## src/rtl/hppm_pkg.sv

```systemverilog
// Purpose: Constants and types for the host port pin mux.
// Assumes: One clock, 25 MHz; no software-visible registers in this block.
// Notes: Shared by the top module and the bus keeper.
package hppm_pkg;

    // =========================================================
    // Widths and bit numbering
    // =========================================================
    localparam int DATA_W = 8;
    // Parallel I/O numbering carried by the data pins and control pin.
    localparam int PIO_UPPER_LSB = 36;
    localparam int PIO_UPPER_MSB = 43;
    localparam int PIO_CTRL_BIT = 44;

    // =========================================================
    // Reset values
    // =========================================================
    localparam logic [DATA_W-1:0] DATA_RST = 8'h00;
    localparam logic OE_RST = 1'b0;
    localparam logic KEEP_ACT_RST = 1'b1;
    localparam logic BIT_RST = 1'b0;

    // =========================================================
    // Types
    // =========================================================
    typedef enum logic {HPPM_FUNC_GPIO, HPPM_FUNC_HOST} hppm_func_t;
    typedef enum logic {HPPM_BYTE_FIRST, HPPM_BYTE_SECOND} hppm_byte_t;

endpackage : hppm_pkg

```

## src/rtl/hppm_keeper.sv

```systemverilog
// Purpose: Bus keeper state for the eight host port data pins.
// Assumes: pin_i is the resolved wire level, keeper included.
// Notes: Outputs a weak hold level and its enable for the pad model.
`timescale 1ns/1ps

module hppm_keeper (
    // Clock and reset
    input wire logic clk,
    input wire logic rst_n,
    // Next drive state of the pins
    input wire logic [hppm_pkg::DATA_W-1:0] oe_d,
    input wire logic [hppm_pkg::DATA_W-1:0] o_d,
    input wire logic [hppm_pkg::DATA_W-1:0] pin_i,
    input wire logic en_d,
    // Weak hold level per pin
    output logic [hppm_pkg::DATA_W-1:0] keep_val_q,
    output logic [hppm_pkg::DATA_W-1:0] keep_act_q
);
    import hppm_pkg::*;

    // =========================================================
    // Hold level tracking
    // =========================================================
    // While driven the pin's own value is kept, else the wire's level,
    // so a float inherits the level that was last on the wire.
    always_ff @(posedge clk or negedge rst_n) begin
        if (!rst_n) begin
            keep_val_q <= DATA_RST;
        end else begin
            keep_val_q <= (oe_d & o_d) | (~oe_d & pin_i);
        end
    end

    // Keepers are active from reset; afterwards software decides for undriven pins, and a driven pin never keeps.
    always_ff @(posedge clk or negedge rst_n) begin
        if (!rst_n) begin
            keep_act_q <= {DATA_W{KEEP_ACT_RST}};
        end else begin
            keep_act_q <= {DATA_W{en_d}} & ~oe_d;
        end
    end
endmodule : hppm_keeper

```

## src/rtl/hppm_top.sv

```systemverilog
// Purpose: Pin mux for the host port data pins and control pin zero.
// Assumes: Pin inputs are synchronous to SYS_CLK; the GPIO and host
//          interface logic sit outside and drive the user-side ports.
// Notes: The function select is captured on every rising edge while reset is
//        held and frozen at release.
`timescale 1ns/1ps

module hppm_top (
    // Clock and reset
    input wire logic SYS_CLK,
    input wire logic ARST_N,
    // Function select strap
    input wire logic FUNC_SEL_PIN,
    // Host port data pins
    input wire logic [hppm_pkg::DATA_W-1:0] HOST_PORT_DATA_PINS_I,
    output logic [hppm_pkg::DATA_W-1:0] HOST_PORT_DATA_PINS_O,
    output logic [hppm_pkg::DATA_W-1:0] HOST_PORT_DATA_PINS_OE,
    output logic [hppm_pkg::DATA_W-1:0] HOST_PORT_DATA_KEEP,
    output logic [hppm_pkg::DATA_W-1:0] HOST_PORT_DATA_KEEP_EN,
    // Host control pin zero
    input wire logic HOST_CTRL_ZERO_I,
    output logic HOST_CTRL_ZERO_O,
    output logic HOST_CTRL_ZERO_OE,
    // Keeper enable bit of the external bus control register
    input wire logic KEEPER_EN,
    // Parallel I/O upper byte and bit forty-four
    output logic [hppm_pkg::DATA_W-1:0] PIO_UPPER_IN,
    input wire logic [hppm_pkg::DATA_W-1:0] PIO_UPPER_OUT,
    input wire logic [hppm_pkg::DATA_W-1:0] PIO_UPPER_DIR,
    output logic PIO_BIT44_IN,
    input wire logic PIO_BIT44_OUT,
    input wire logic PIO_BIT44_DIR,
    // Host interface side
    output logic [hppm_pkg::DATA_W-1:0] HOST_IFACE_DATA_IN,
    input wire logic [hppm_pkg::DATA_W-1:0] HOST_IFACE_DATA_OUT,
    input wire logic [hppm_pkg::DATA_W-1:0] HOST_IFACE_DATA_OE,
    output logic HOST_ADDR_STROBE,
    input wire logic HOST_XFER_STB,
    output logic HOST_SECOND_BYTE,
    output logic HOST_PAIR_DONE,
    // Sampled function
    output logic FUNC_IS_HOST
);
    import hppm_pkg::*;

    // =========================================================
    // Declarations
    // =========================================================
    logic rst_meta_q;
    logic rst_n_q;
    hppm_func_t func_q;
    logic host_mode;
    hppm_byte_t phase_q;
    logic [DATA_W-1:0] data_o_d;
    logic [DATA_W-1:0] data_oe_d;

    // Select between the host bus value and the GPIO value.
    function automatic logic [DATA_W-1:0] pick8(
        input logic host,
        input logic [DATA_W-1:0] host_v,
        input logic [DATA_W-1:0] gpio_v
    );
        pick8 = host ? host_v : gpio_v;
    endfunction : pick8

    // =========================================================
    // Reset release
    // =========================================================
    // Two flops so that release is clean relative to SYS_CLK.
    always_ff @(posedge SYS_CLK or negedge ARST_N) begin
        if (!ARST_N) begin
            rst_meta_q <= 1'b0;
            rst_n_q <= 1'b0;
        end else begin
            rst_meta_q <= 1'b1;
            rst_n_q <= rst_meta_q;
        end
    end

    // =========================================================
    // Function select capture
    // =========================================================
    // No async reset here: the strap must be taken from the pin, which
    // an async reset may not do. The last capture before release stays.
    always_ff @(posedge SYS_CLK) begin
        if (!rst_n_q) begin
            func_q <= FUNC_SEL_PIN ? HPPM_FUNC_HOST : HPPM_FUNC_GPIO;
        end
    end
    // Nothing else writes func_q, so it holds until next reset.
    assign host_mode = (func_q == HPPM_FUNC_HOST);

    always_ff @(posedge SYS_CLK or negedge rst_n_q) begin
        if (!rst_n_q) begin
            FUNC_IS_HOST <= BIT_RST;
        end else begin
            FUNC_IS_HOST <= host_mode;
        end
    end

    // =========================================================
    // Data pin drive
    // =========================================================
    // Both functions share one set of pads; the other side's drive is
    // ignored entirely, so a stray GPIO direction cannot fight the host.
    assign data_o_d = pick8(host_mode, HOST_IFACE_DATA_OUT, PIO_UPPER_OUT);
    assign data_oe_d = rst_n_q ?
        pick8(host_mode, HOST_IFACE_DATA_OE, PIO_UPPER_DIR) :
        {DATA_W{OE_RST}};

    // Enables reset low: inputs in either function after reset.
    always_ff @(posedge SYS_CLK or negedge rst_n_q) begin
        if (!rst_n_q) begin
            HOST_PORT_DATA_PINS_O <= DATA_RST;
            HOST_PORT_DATA_PINS_OE <= {DATA_W{OE_RST}};
        end else begin
            HOST_PORT_DATA_PINS_O <= data_o_d;
            HOST_PORT_DATA_PINS_OE <= data_oe_d;
        end
    end

    // Incoming pin levels go to whichever function owns the pads.
    always_ff @(posedge SYS_CLK or negedge rst_n_q) begin
        if (!rst_n_q) begin
            PIO_UPPER_IN <= DATA_RST;
            HOST_IFACE_DATA_IN <= DATA_RST;
        end else begin
            PIO_UPPER_IN <= host_mode ? DATA_RST : HOST_PORT_DATA_PINS_I;
            HOST_IFACE_DATA_IN <= host_mode ? HOST_PORT_DATA_PINS_I :
                DATA_RST;
        end
    end

    // =========================================================
    // Control pin zero
    // =========================================================
    // As a strobe the pin is input only; as a GPIO it follows direction.
    always_ff @(posedge SYS_CLK or negedge rst_n_q) begin
        if (!rst_n_q) begin
            HOST_CTRL_ZERO_O <= BIT_RST;
            HOST_CTRL_ZERO_OE <= OE_RST;
            PIO_BIT44_IN <= BIT_RST;
            HOST_ADDR_STROBE <= BIT_RST;
        end else begin
            HOST_CTRL_ZERO_O <= host_mode ? BIT_RST : PIO_BIT44_OUT;
            HOST_CTRL_ZERO_OE <= host_mode ? OE_RST : PIO_BIT44_DIR;
            PIO_BIT44_IN <= host_mode ? BIT_RST : HOST_CTRL_ZERO_I;
            // Strobe exists only in host mode.
            HOST_ADDR_STROBE <= host_mode ? HOST_CTRL_ZERO_I : BIT_RST;
        end
    end

    // =========================================================
    // Byte pairing
    // =========================================================
    // Every host cycle is two transfers; an odd first byte simply waits
    // for its partner, as phase_q alone tracks which byte is which.
    always_ff @(posedge SYS_CLK or negedge rst_n_q) begin
        if (!rst_n_q) begin
            phase_q <= HPPM_BYTE_FIRST;
            HOST_SECOND_BYTE <= BIT_RST;
            HOST_PAIR_DONE <= BIT_RST;
        end else begin
            HOST_PAIR_DONE <= BIT_RST;
            if (host_mode && HOST_XFER_STB) begin
                case (phase_q)
                    HPPM_BYTE_FIRST: begin
                        phase_q <= HPPM_BYTE_SECOND;
                        HOST_SECOND_BYTE <= 1'h1;
                    end
                    default: begin
                        phase_q <= HPPM_BYTE_FIRST;
                        HOST_SECOND_BYTE <= BIT_RST;
                        HOST_PAIR_DONE <= 1'h1;
                    end
                endcase
            end
        end
    end
    // The second-byte flag is its own flop so the port is registered.

    // =========================================================
    // Bus keepers
    // =========================================================
    hppm_keeper u_keeper (
        .clk(SYS_CLK),
        .rst_n(rst_n_q),
        .oe_d(data_oe_d),
        .o_d(data_o_d),
        .pin_i(HOST_PORT_DATA_PINS_I),
        .en_d(KEEPER_EN),
        .keep_val_q(HOST_PORT_DATA_KEEP),
        .keep_act_q(HOST_PORT_DATA_KEEP_EN)
    );
endmodule : hppm_top

```

## config.mk

```make
export PLATFORM = sky130hd
export DESIGN_NAME = hppm_top
export DESIGN_NICKNAME = d
export VERILOG_FILES = /design/src/rtl/hppm_pkg.sv /design/src/rtl/hppm_keeper.sv /design/src/rtl/hppm_top.sv
export SDC_FILE = /design/constraint.sdc
export NUM_CORES = 1
export LEC_CHECK = 0
export BUFFER_PORTS_ARGS = -buffer_cell sky130_fd_sc_hd__buf_2
export CAP_MARGIN = 20
export CORE_MARGIN = 2
export CORE_UTILIZATION = 45
export DETAILED_ROUTE_END_ITERATION = 10
export PLACE_DENSITY = 0.81
export SYNTH_ARGS = -nofsm -noshare
export SYNTH_HDL_FRONTEND = slang
export SYNTH_SLANG_ARGS = --single-unit
```

## constraint.sdc

```tcl
create_clock -name SYS_CLK -period 2.25 [get_ports SYS_CLK]
set_input_delay 0.5625 -clock SYS_CLK [delete_from_list [all_inputs] [get_ports SYS_CLK]]
set_output_delay 0.5625 -clock SYS_CLK [all_outputs]
set_load 0.01 [all_outputs]
```

Word level (Yosys, flattened, before mapping). Cells that the tools add are included.

Bitwise gates (word level): 5. Magnitude comparators: 0. Mux-type cells: 13. Div/mod/pow operators: 0. Add/sub/neg operators: 0. Equality and inequality tests: 0. Shift operators: 0. Multiply operators: 0. Reductions and logical operators: 1.

Operators with widths (count): 8-bit two-way mux (5); 8-bit bitwise AND (3); 1-bit two-way mux (8); 8-bit inverter (1); 8-bit bitwise OR (1); 1-bit logical AND (1).

Logic and storage cells: 35. Output and inout port bits: 55. Memories: 0. Latch bits: 0. Register bits after elaboration: 58. Bits in read-only memories: 0. Memory bits (writable): 0.

Longest topological paths before layout. Gate-level depths: netlist (run 1).

Depth after elaboration: 5. Mapped depth: 4.

Cells and area by module. Synthesis (run 1) repeated with hierarchy kept, for this count alone.

Cells, all modules: 127. Area, all modules: 2052.0 µm².

By module, submodules not included: hppm_top (seq. area each 1056.0 µm², times used 1, cells an instance 95, area an instance 1451.4 µm²); hppm_keeper (seq. area each 410.4 µm², times used 1, cells an instance 32, area an instance 600.6 µm²).

Least setup slack after synthesis (run 1). Ideal clock, no wire load.

Path type: reg2reg. Start point: register rst_n_q. End point: register u_keeper.keep_val_q[0] (netlist bit). Stages on the path, launching flop included: 4. Setup slack: -166 ps. Path buffers: 1. Period minus slack after synthesis: 2416 ps. Arrival: 2291 ps. Required time: 2125 ps. Cells stage by stage: dfrtp_1 buf_2 nand2_2 mux2_4.

Word-level cells in the longest chain between the ends: 4. Elaborated cells on any way between the ends: 5. Those cells by class: mux: 1; bitwise: 4.

Ends and longest elaborated chain: start: declaration (line hppm_top.sv:50) `logic rst_n_q;`; start signal: assignment (line hppm_top.sv:76) `rst_n_q <= rst_meta_q;`; 8-bit two-way mux * (line hppm_top.sv:107) `assign data_oe_d = rst_n_q ?`; 8-bit inverter (line hppm_keeper.sv:30) `keep_val_q <= (oe_d & o_d) | (~oe_d & pin_i);`; 8-bit bitwise AND (line hppm_keeper.sv:30); 8-bit bitwise OR * (line hppm_keeper.sv:30); end signal: assignment (line hppm_keeper.sv:30); end: declaration (line hppm_keeper.sv:16) `output logic [hppm_pkg::DATA_W-1:0] keep_val_q,`.

Mark *: on every way between the ends. The rest lies on a longest branch, timed or not. A chain may end at the register's enable or synchronous reset.

Final worst setup path (run 1).
Start point: register u_keeper.keep_act_q[4] (netlist bit). End point: output HOST_PORT_DATA_KEEP_EN[4] (netlist bit).

RTL lines: start: declaration (line hppm_keeper.sv:17) `output logic [hppm_pkg::DATA_W-1:0] keep_act_q`; start signal: assignment (line hppm_keeper.sv:37) `keep_act_q <= {DATA_W{KEEP_ACT_RST}};`; start signal: assignment (line hppm_keeper.sv:39) `keep_act_q <= {DATA_W{en_d}} & ~oe_d;`; end: declaration (line hppm_top.sv:19) `output logic [hppm_pkg::DATA_W-1:0] HOST_PORT_DATA_KEEP_EN,`.

No word-level cell between the ends.

==> run_results.csv, run 1 <==
group,metric,value,unit
detailed_routing,wl_per_cell,13.60,um
sta,clock_skew,8.657,ps
yosys,yosysTopAreaCell,"dfrtp_1",
floorplan,core,4444,um2
detailed_routing,detail-route-antenna-nets,0,
floorplan,die_w,72.47,um
status,outcome,"finished, final reports clean",
detailed_routing,wirelength,4189,um
critical_path,crit_path_top_delay_cell,"dfstp_2",
clock_network,clk_path_buf_depth,2,
sta,hold_violations,0,
floorplan,placementRows,24,
critical_path,worst-path-buf-inv,1,
floorplan,die-area,5251,um2
sta,max_slew_margin,62.64,%
placement,io_buffers,102,
critical_path,worstSetupPathType,"reg -> out",
floorplan,ios,103,
detailed_routing,firstDrtPassIters,4,
global_route,grt_usage,17.75,%
global_route,grt_pass1_wl,6610,um
global_route,grt_pass1_vias,1413,
pwr,irDropWorstVdd,0.3950,mV
finish,final_nets,299,
detailed_routing,avgViaCountPerCell,4.519,
pwr,cellPowerDensity,856.5,nW/um2
yosys,postSynthCellCount,136,
clock_network,cts_resized,0,
critical_path,critPathMaxFanout,1,
sta,finalCritPeriodShare,68.21,%
global_route,grt_max_degree,26,
critical_path,required,1690,ps
yosys,syn_area_per_cell,15.51,um2
clock_network,cts_buffers,9,
detailed_routing,met1_length,1592,um
critical_path,startpoint,"u_keeper.keep_act_q[4]$_DFF_PN1_",
critical_path,cp_top_family,"flip-flops",
global_route,grt_overflow,0,
detailed_routing,wl_met3,342,um
finish,n_fill_cell,328,
detailed_routing,vias,1392,
yosys,yosysSeqAreaShare,69.51,%
sta,final_max_slew_viol_count,0,
clock_network,htree_levels,3,
detailed_routing,dr_wl_met2,2202,um
critical_path,cp_data_arrival_time,970,ps
floorplan,initial_core_util,47.47,%
clock_network,cts.sinks,58,
worst_hold_path,min_path_type,"reg -> async",
yosys,yosysWarningCount,0,
pwr,power_leakage,1.613,nW
detailed_routing,drcViolationCount,0,
finish,drive_above_1_share,64.06,%
placement,dp_hpwl,3177,um
critical_path,reg2reg_from,"func_q$_DFFE_PN_",
finish,antenna_cells,0,
yosys,synth_top_area_share,58.13,%
clock_network,cts_root_buf,"clkbuf_8",
sta,worstMarginPinSlew,560.4,ps
sta,whs,257.7,ps
yosys,synth_top_cells_by_area,"dfrtp_1 58%, mux2_4 11%, dfstp_2 10%",
sta,setup_tns,0,ps
sta,setup_viol,0,
detailed_routing,topRoutingLayerUsed,"met4",
clock_network,cts_setup_buffers,0,
global_route,antenna_found_initial,0,
critical_path,crit_chain,"buf_2",
critical_path,ff2ff_setup_slack,750,ps
critical_path,start_kind,"flip-flop",
sta,fmax,0.6516,GHz
critical_path,max_stage_delay,520,ps
yosys,synth_cell_types,17,
finish,syn2layout_area_growth,38.91,%
clock_network,tritoncts,"yes",
detailed_routing,drt_iter0_markers,18,
critical_path,cp-end-kind,"output pin",
placement,gp_congestion,0.8423,
yosys,synth_nets,184,
floorplan,dieHeight,72.47,um
yosys,synthesis.area,2110,um2
clock_network,cts.reportedPaths.clkPinSlew,70,ps
yosys,ys_ff_latch,58,
run,drv_cap,0,
sta,grt_setup_unrepaired,"no",
clock_network,insertion_delay,330,ps
sta,fin_crit,1535,ps
## layout make-up
cell class	count	area [um2]	share of cell area, %
Clock buffer	11	141.4	4.825
Clock inverter	5	77.57	2.647
Inverter	9	33.78	1.153
Multi-Input combinational cell	64	579.3	19.77
Sequential cell	58	1468	50.09
Tap cell	52	65.06	2.220
Timing Repair Buffer	109	565.5	19.30
## per-layer routing
layer	vias up	track usage (%)
li1	654	-
met1	667	18.76
met2	65	30.38
met3	6	7.639
met4	0	8.642
met5	-	0
## through the flow
step                      setup slack [ps]  area [um2]  total power, mW  instances  util (%)
after floorplan                      410.8        2111            1.343        136         -
after global placement               779.9        2701            1.482        291     60.78
after detailed placement             756.2        2701            1.495        291     60.78
after CTS                            692.7        2930            2.542        308     65.93
after global routing                 670.5        2930            2.622        308     65.93
final                                715.3        2930            2.510        308     65.93
## Yosys cell counts, drive strengths merged
cell type  count
nor2b         10
buf            4
edfxtp         1
dfstp          8
conb           1
dfrtp         49
and2          17
clkbuf         1
xnor2          1
and3           1
mux2          24
inv            9
and2b          1
nand2          9
## kinds of logic (layout without fill, tap and decap cells)
| logic type | count (synthesis) | after routing | synth area share, % |
|---|---|---|---|
| buffers and inverters | 14 | 134 | 3.024 |
| other | 1 | 1 | 0.1778 |
| and+or+nand+nor | 38 | 38 | 11.21 |
| muxes | 24 | 24 | 15.66 |
| DFF | 58 | 58 | 69.51 |
| xor gates and xnor gates | 1 | 1 | 0.4153 |
## cells in the final DEF (no fill, tap or decap)
master	netlist	final
buf_2	3	102
and3_1	1	1
xnor2_1	1	1
dfrtp_1	49	48
mux2_2	8	8
nand2_1	1	1
clkbuf_8	0	10
nor2b_1	10	10
dfstp_2	8	8
inv_1	9	9
buf_4	0	6
clkbuf_1	1	1
nand2_2	8	8
edfxtp_1	1	1
conb_1	1	1
bufinv_16	0	2
dlygate4sd3_1	0	1
and2b_1	1	1
and2_1	17	17
dfrtp_2	0	1
mux2_4	16	16
clkinv_2	0	2
clkinvlp_4	0	1
## final timing paths
kind,to,depth (start not counted)
min in group SYS_CLK,rst_n_q$_DFF_PN0_,0
max reg2reg,u_keeper.keep_val_q[5]$_DFF_PN0_,4
max in group asynchronous,u_keeper.keep_act_q[6]$_DFF_PN1_,1
min,HOST_PORT_DATA_PINS_OE[4]$_DFF_PN0_,0
max,HOST_PORT_DATA_KEEP_EN[4],1
min reg2reg,HOST_PORT_DATA_PINS_OE[4]$_DFF_PN0_,0
## flip-flops by register name, indices dropped and copies added (netlist names), 8 cells and up
register,cells
PIO_UPPER_IN,8
u_keeper.keep_act_q,8
HOST_PORT_DATA_PINS_O,8
HOST_IFACE_DATA_IN,8
u_keeper.keep_val_q,8
HOST_PORT_DATA_PINS_OE,8
## repair_timing
action                                 4_1_cts  5_1_grt
hold buffers                                 1        0
endpoints found under the hold margin        2        0
setup endpoints to repair                    0        0
## power breakdown
part           switching, mW  internal, mW
logic                  0.146         0.159
clock network          0.389         0.650
registers             0.0356          1.13
total                  0.571          1.94
Power figures use the tool's default switching activity.
==> run 2, diff against run 1 <==
Settings changed: ABC_AREA set to 1, CORE_UTILIZATION 45 to 41, PLACE_DENSITY 0.81 to 0.78.
Clock period 2.25 ns to 1.4 ns, I/O delays scaled along.
==> run 2 against run 1 <==
Critical path type unchanged. Critical path depth did not move. Largest power group unchanged. Die area rose by 13%. Sequential cell count did not move. Via count rose by 27%. Clock power rose by 34%. Clock skew rose by 0.73 ps. Sequential power rose by 59%.
==> run_results.csv, run 2 <==
group,metric,value,unit
placement,gp_congestion,0.8040,
clock_network,cts_root_buf,"clkbuf_8",
yosys,synth_edf_count,1,
detailed_routing,detail-route-antenna-nets,0,
pwr,cellPowerDensity,1248,nW/um2
floorplan,die-area,5922,um2
yosys,postSynthCellCount,232,
global_route,grt_usage,17.13,%
critical_path,worstSetupPathType,"reg -> out",
critical_path,crit_chain,"buf_2",
pwr,switching_share,23.71,%
pwr,p_seq_share,49.6,%
status,outcome,"finished, final reports clean",
global_route,grt_max_degree,41,
clock_network,cts.sinks,58,
yosys,synth_nets,280,
finish,antenna_cells,0,
global_route,grt_pass1_vias,1746,
placement,io_buffers,102,
yosys,synthFlopType,"dfrtp_1",
sta,hold_violations,0,
critical_path,max_stage_delay,510,ps
yosys,synthesis.area,2182,um2
critical_path,worst-path-buf-inv,1,
sta,setup_viol,0,
critical_path,cp_data_arrival_time,960,ps
detailed_routing,vias,1767,
critical_path,startpoint,"u_keeper.keep_act_q[2]$_DFF_PN1_",
clock_network,cts.reportedPaths.clkPinSlew,60,ps
floorplan,die_w,76.96,um
yosys,synth_cell_types,15,
run,drv_cap,0,
sta,fin_crit,1305,ps
detailed_routing,wl_per_cell,11.44,um
global_route,antenna_found_initial,0,
global_route,grt_overflow,0,
finish,drive_above_1_share,37.61,%
clock_network,cts_resized,0,
yosys,yosysSeqAreaShare,67.20,%
critical_path,critPathMaxFanout,1,
critical_path,start_kind,"flip-flop",
yosys,syn_area_per_cell,9.406,um2
worst_hold_path,hp-start,"FUNC_SEL_PIN",
sta,fmax,0.7663,GHz
critical_path,cp_top_family,"flip-flops",
sta,setup_tns,0,ps
sta,finalCritPeriodShare,93.22,%
yosys,yosysMostFrequentCell,"nand2_1",
yosys,synth_top_area_share,56.19,%
floorplan,initial_core_util,42.72,%
pwr,pwr-share-comb,13.0,%
pwr,pwr-share-clk,37.4,%
yosys,synthArstFlopShare,98.28,%
floorplan,dieHeight,76.96,um
global_route,grt_pass1_wl,7748,um
detailed_routing,drt_iter0_markers,89,
yosys,yosysTopAreaCell,"dfrtp_1",
finish,n_fill_cell,477,
yosys,synth_top_cells_by_area,"dfrtp_1 56%, nand2_1 11%, dfstp_2 9.6%",
finish,postLayoutCoreUtil,58.21,%
clock_network,htree_levels,3,
sta,grt_setup_unrepaired,"no",
clock_network,tritoncts,"yes",
finish,syn2layout_area_growth,36.24,%
worst_hold_path,min_path_type,"in -> reg",
pwr,irDropWorstVdd,0.7391,mV
yosys,synthTopCellsByCount,"64 x nand2_1, 49 x dfrtp_1, 44 x inv_1, 36 x nor2_1, 16 x nand3_1",
floorplan,placementRows,26,
finish,final_nets,394,
clock_network,insertion_delay,310,ps
sta,final_max_slew_viol_count,0,
sta,clock_skew,9.384,ps
critical_path,reg2reg_from,"func_q$_DFFE_PN_",
finish,layout_common_cells,"102 x buf_2, 64 x nand2_1, 48 x dfrtp_1, 44 x inv_1, 36 x nor2_1",
finish,final_common_cell,"buf_2",
yosys,yosysWarningCount,0,
critical_path,required,1050,ps
detailed_routing,drcViolationCount,0,
floorplan,core,5107,um2
detailed_routing,avgViaCountPerCell,4.197,
pwr,p_sw,880.0,uW
detailed_routing,wirelength,4816,um
floorplan,ios,103,
yosys,ys_ff_latch,58,
clock_network,clk_path_buf_depth,2,
pwr,power_leakage,1.838,nW
critical_path,cp-end-kind,"output pin",
placement,dp_hpwl,3600,um
critical_path,crit_path_top_delay_cell,"dfstp_2",
clock_network,cts_buffers,9,
detailed_routing,firstDrtPassIters,4,
pwr,p_int,2.831,mW
[run 2: cell types whose count changed after synthesis, moves of 10 or more]
cell     delta
nand2_1    +63
nor2_1     +36
inv_1      +35
and2_1     -17
mux2_4     -16
nand3_1    +16
nor2b_1    -10
[run 2: cell type report]
| class | count | area [um2] | share of cell area (%) |
|---|---|---|---|
| Multi-Input combinational cell | 120 | 476.7 | 16.04 |
| Clock buffer | 15 | 146.4 | 4.924 |
| Inverter | 47 | 176.4 | 5.934 |
| Tap cell | 70 | 87.58 | 2.946 |
| Clock inverter | 1 | 30.03 | 1.010 |
| Sequential cell | 58 | 1470 | 49.45 |
| Timing Repair Buffer | 110 | 585.6 | 19.70 |
[run 2: worst paths after layout]
| path | end | slack, ps | cells after the start |
|---|---|---|---|
| max | HOST_PORT_DATA_KEEP_EN[2] | 90 | 1 |
| max reg2reg | u_keeper.keep_val_q[6]$_DFF_PN0_ | 320 | 5 |
| min reg2reg | PIO_UPPER_IN[3]$_DFF_PN0_ | 290 | 1 |
| max in group asynchronous | u_keeper.keep_act_q[1]$_DFF_PN1_ | 600 | 2 |
| min in group asynchronous | PIO_UPPER_IN[3]$_DFF_PN0_ | 290 | 1 |
| min | func_q$_DFFE_PN_ | 220 | 1 |
[run 2: metal layers]
| layer | up-vias | track usage [%] | share of wire (%) |
|---|---|---|---|
| met5 | - | 0 | 0 |
| met4 | 0 | 7.455 | 1.3 |
| met3 | 7 | 4.353 | 7.1 |
| met2 | 69 | 28.95 | 50 |
| met1 | 796 | 20.75 | 42 |
| li1 | 895 | - | - |
[run 2: timing repair]
item / in CTS / in global routing
endpoints found under the hold margin: 2 / 0
hold buffers: 1 / 0
buffers inserted: 0 / 0
[run 2: kinds of logic (layout without fill, tap and decap cells)]
| family | Yosys count | in the layout | share of synthesized area, % |
|---|---|---|---|
| flops | 58 | 58 | 67.20 |
| other cells | 1 | 1 | 0.1719 |
| simple gates | 118 | 118 | 21.45 |
| compound gates | 1 | 1 | 0.2291 |
| buf+inv | 54 | 173 | 10.95 |
[run 2: power groups by stage]
stage | Clock [mW] | Sequential [mW] | Combinational, mW
4_1_cts | 1.43 | 1.84 | 0.492
5_1_grt | 1.50 | 1.85 | 0.542
2_1_floorplan | 0 | 1.95 | 0.167
3_3_place_gp | 0 | 1.87 | 0.476
6_report | 1.39 | 1.84 | 0.483
3_5_place_dp | 0 | 1.87 | 0.489
[run 2: metrics by stage]
stage          hold WS (ps)  worst slack, ps  power [mW]  cell area [um2]  cells
2_1_floorplan         54.41            20.57       2.120             2188    232
3_3_place_gp          135.7            351.3       2.345             2786    404
3_5_place_dp          137.6            316.2       2.358             2786    404
4_1_cts               202.8            77.55       3.758             2973    421
5_1_grt               200.6            65.68       3.893             2973    421
6_report              216.7            94.94       3.711             2973    421
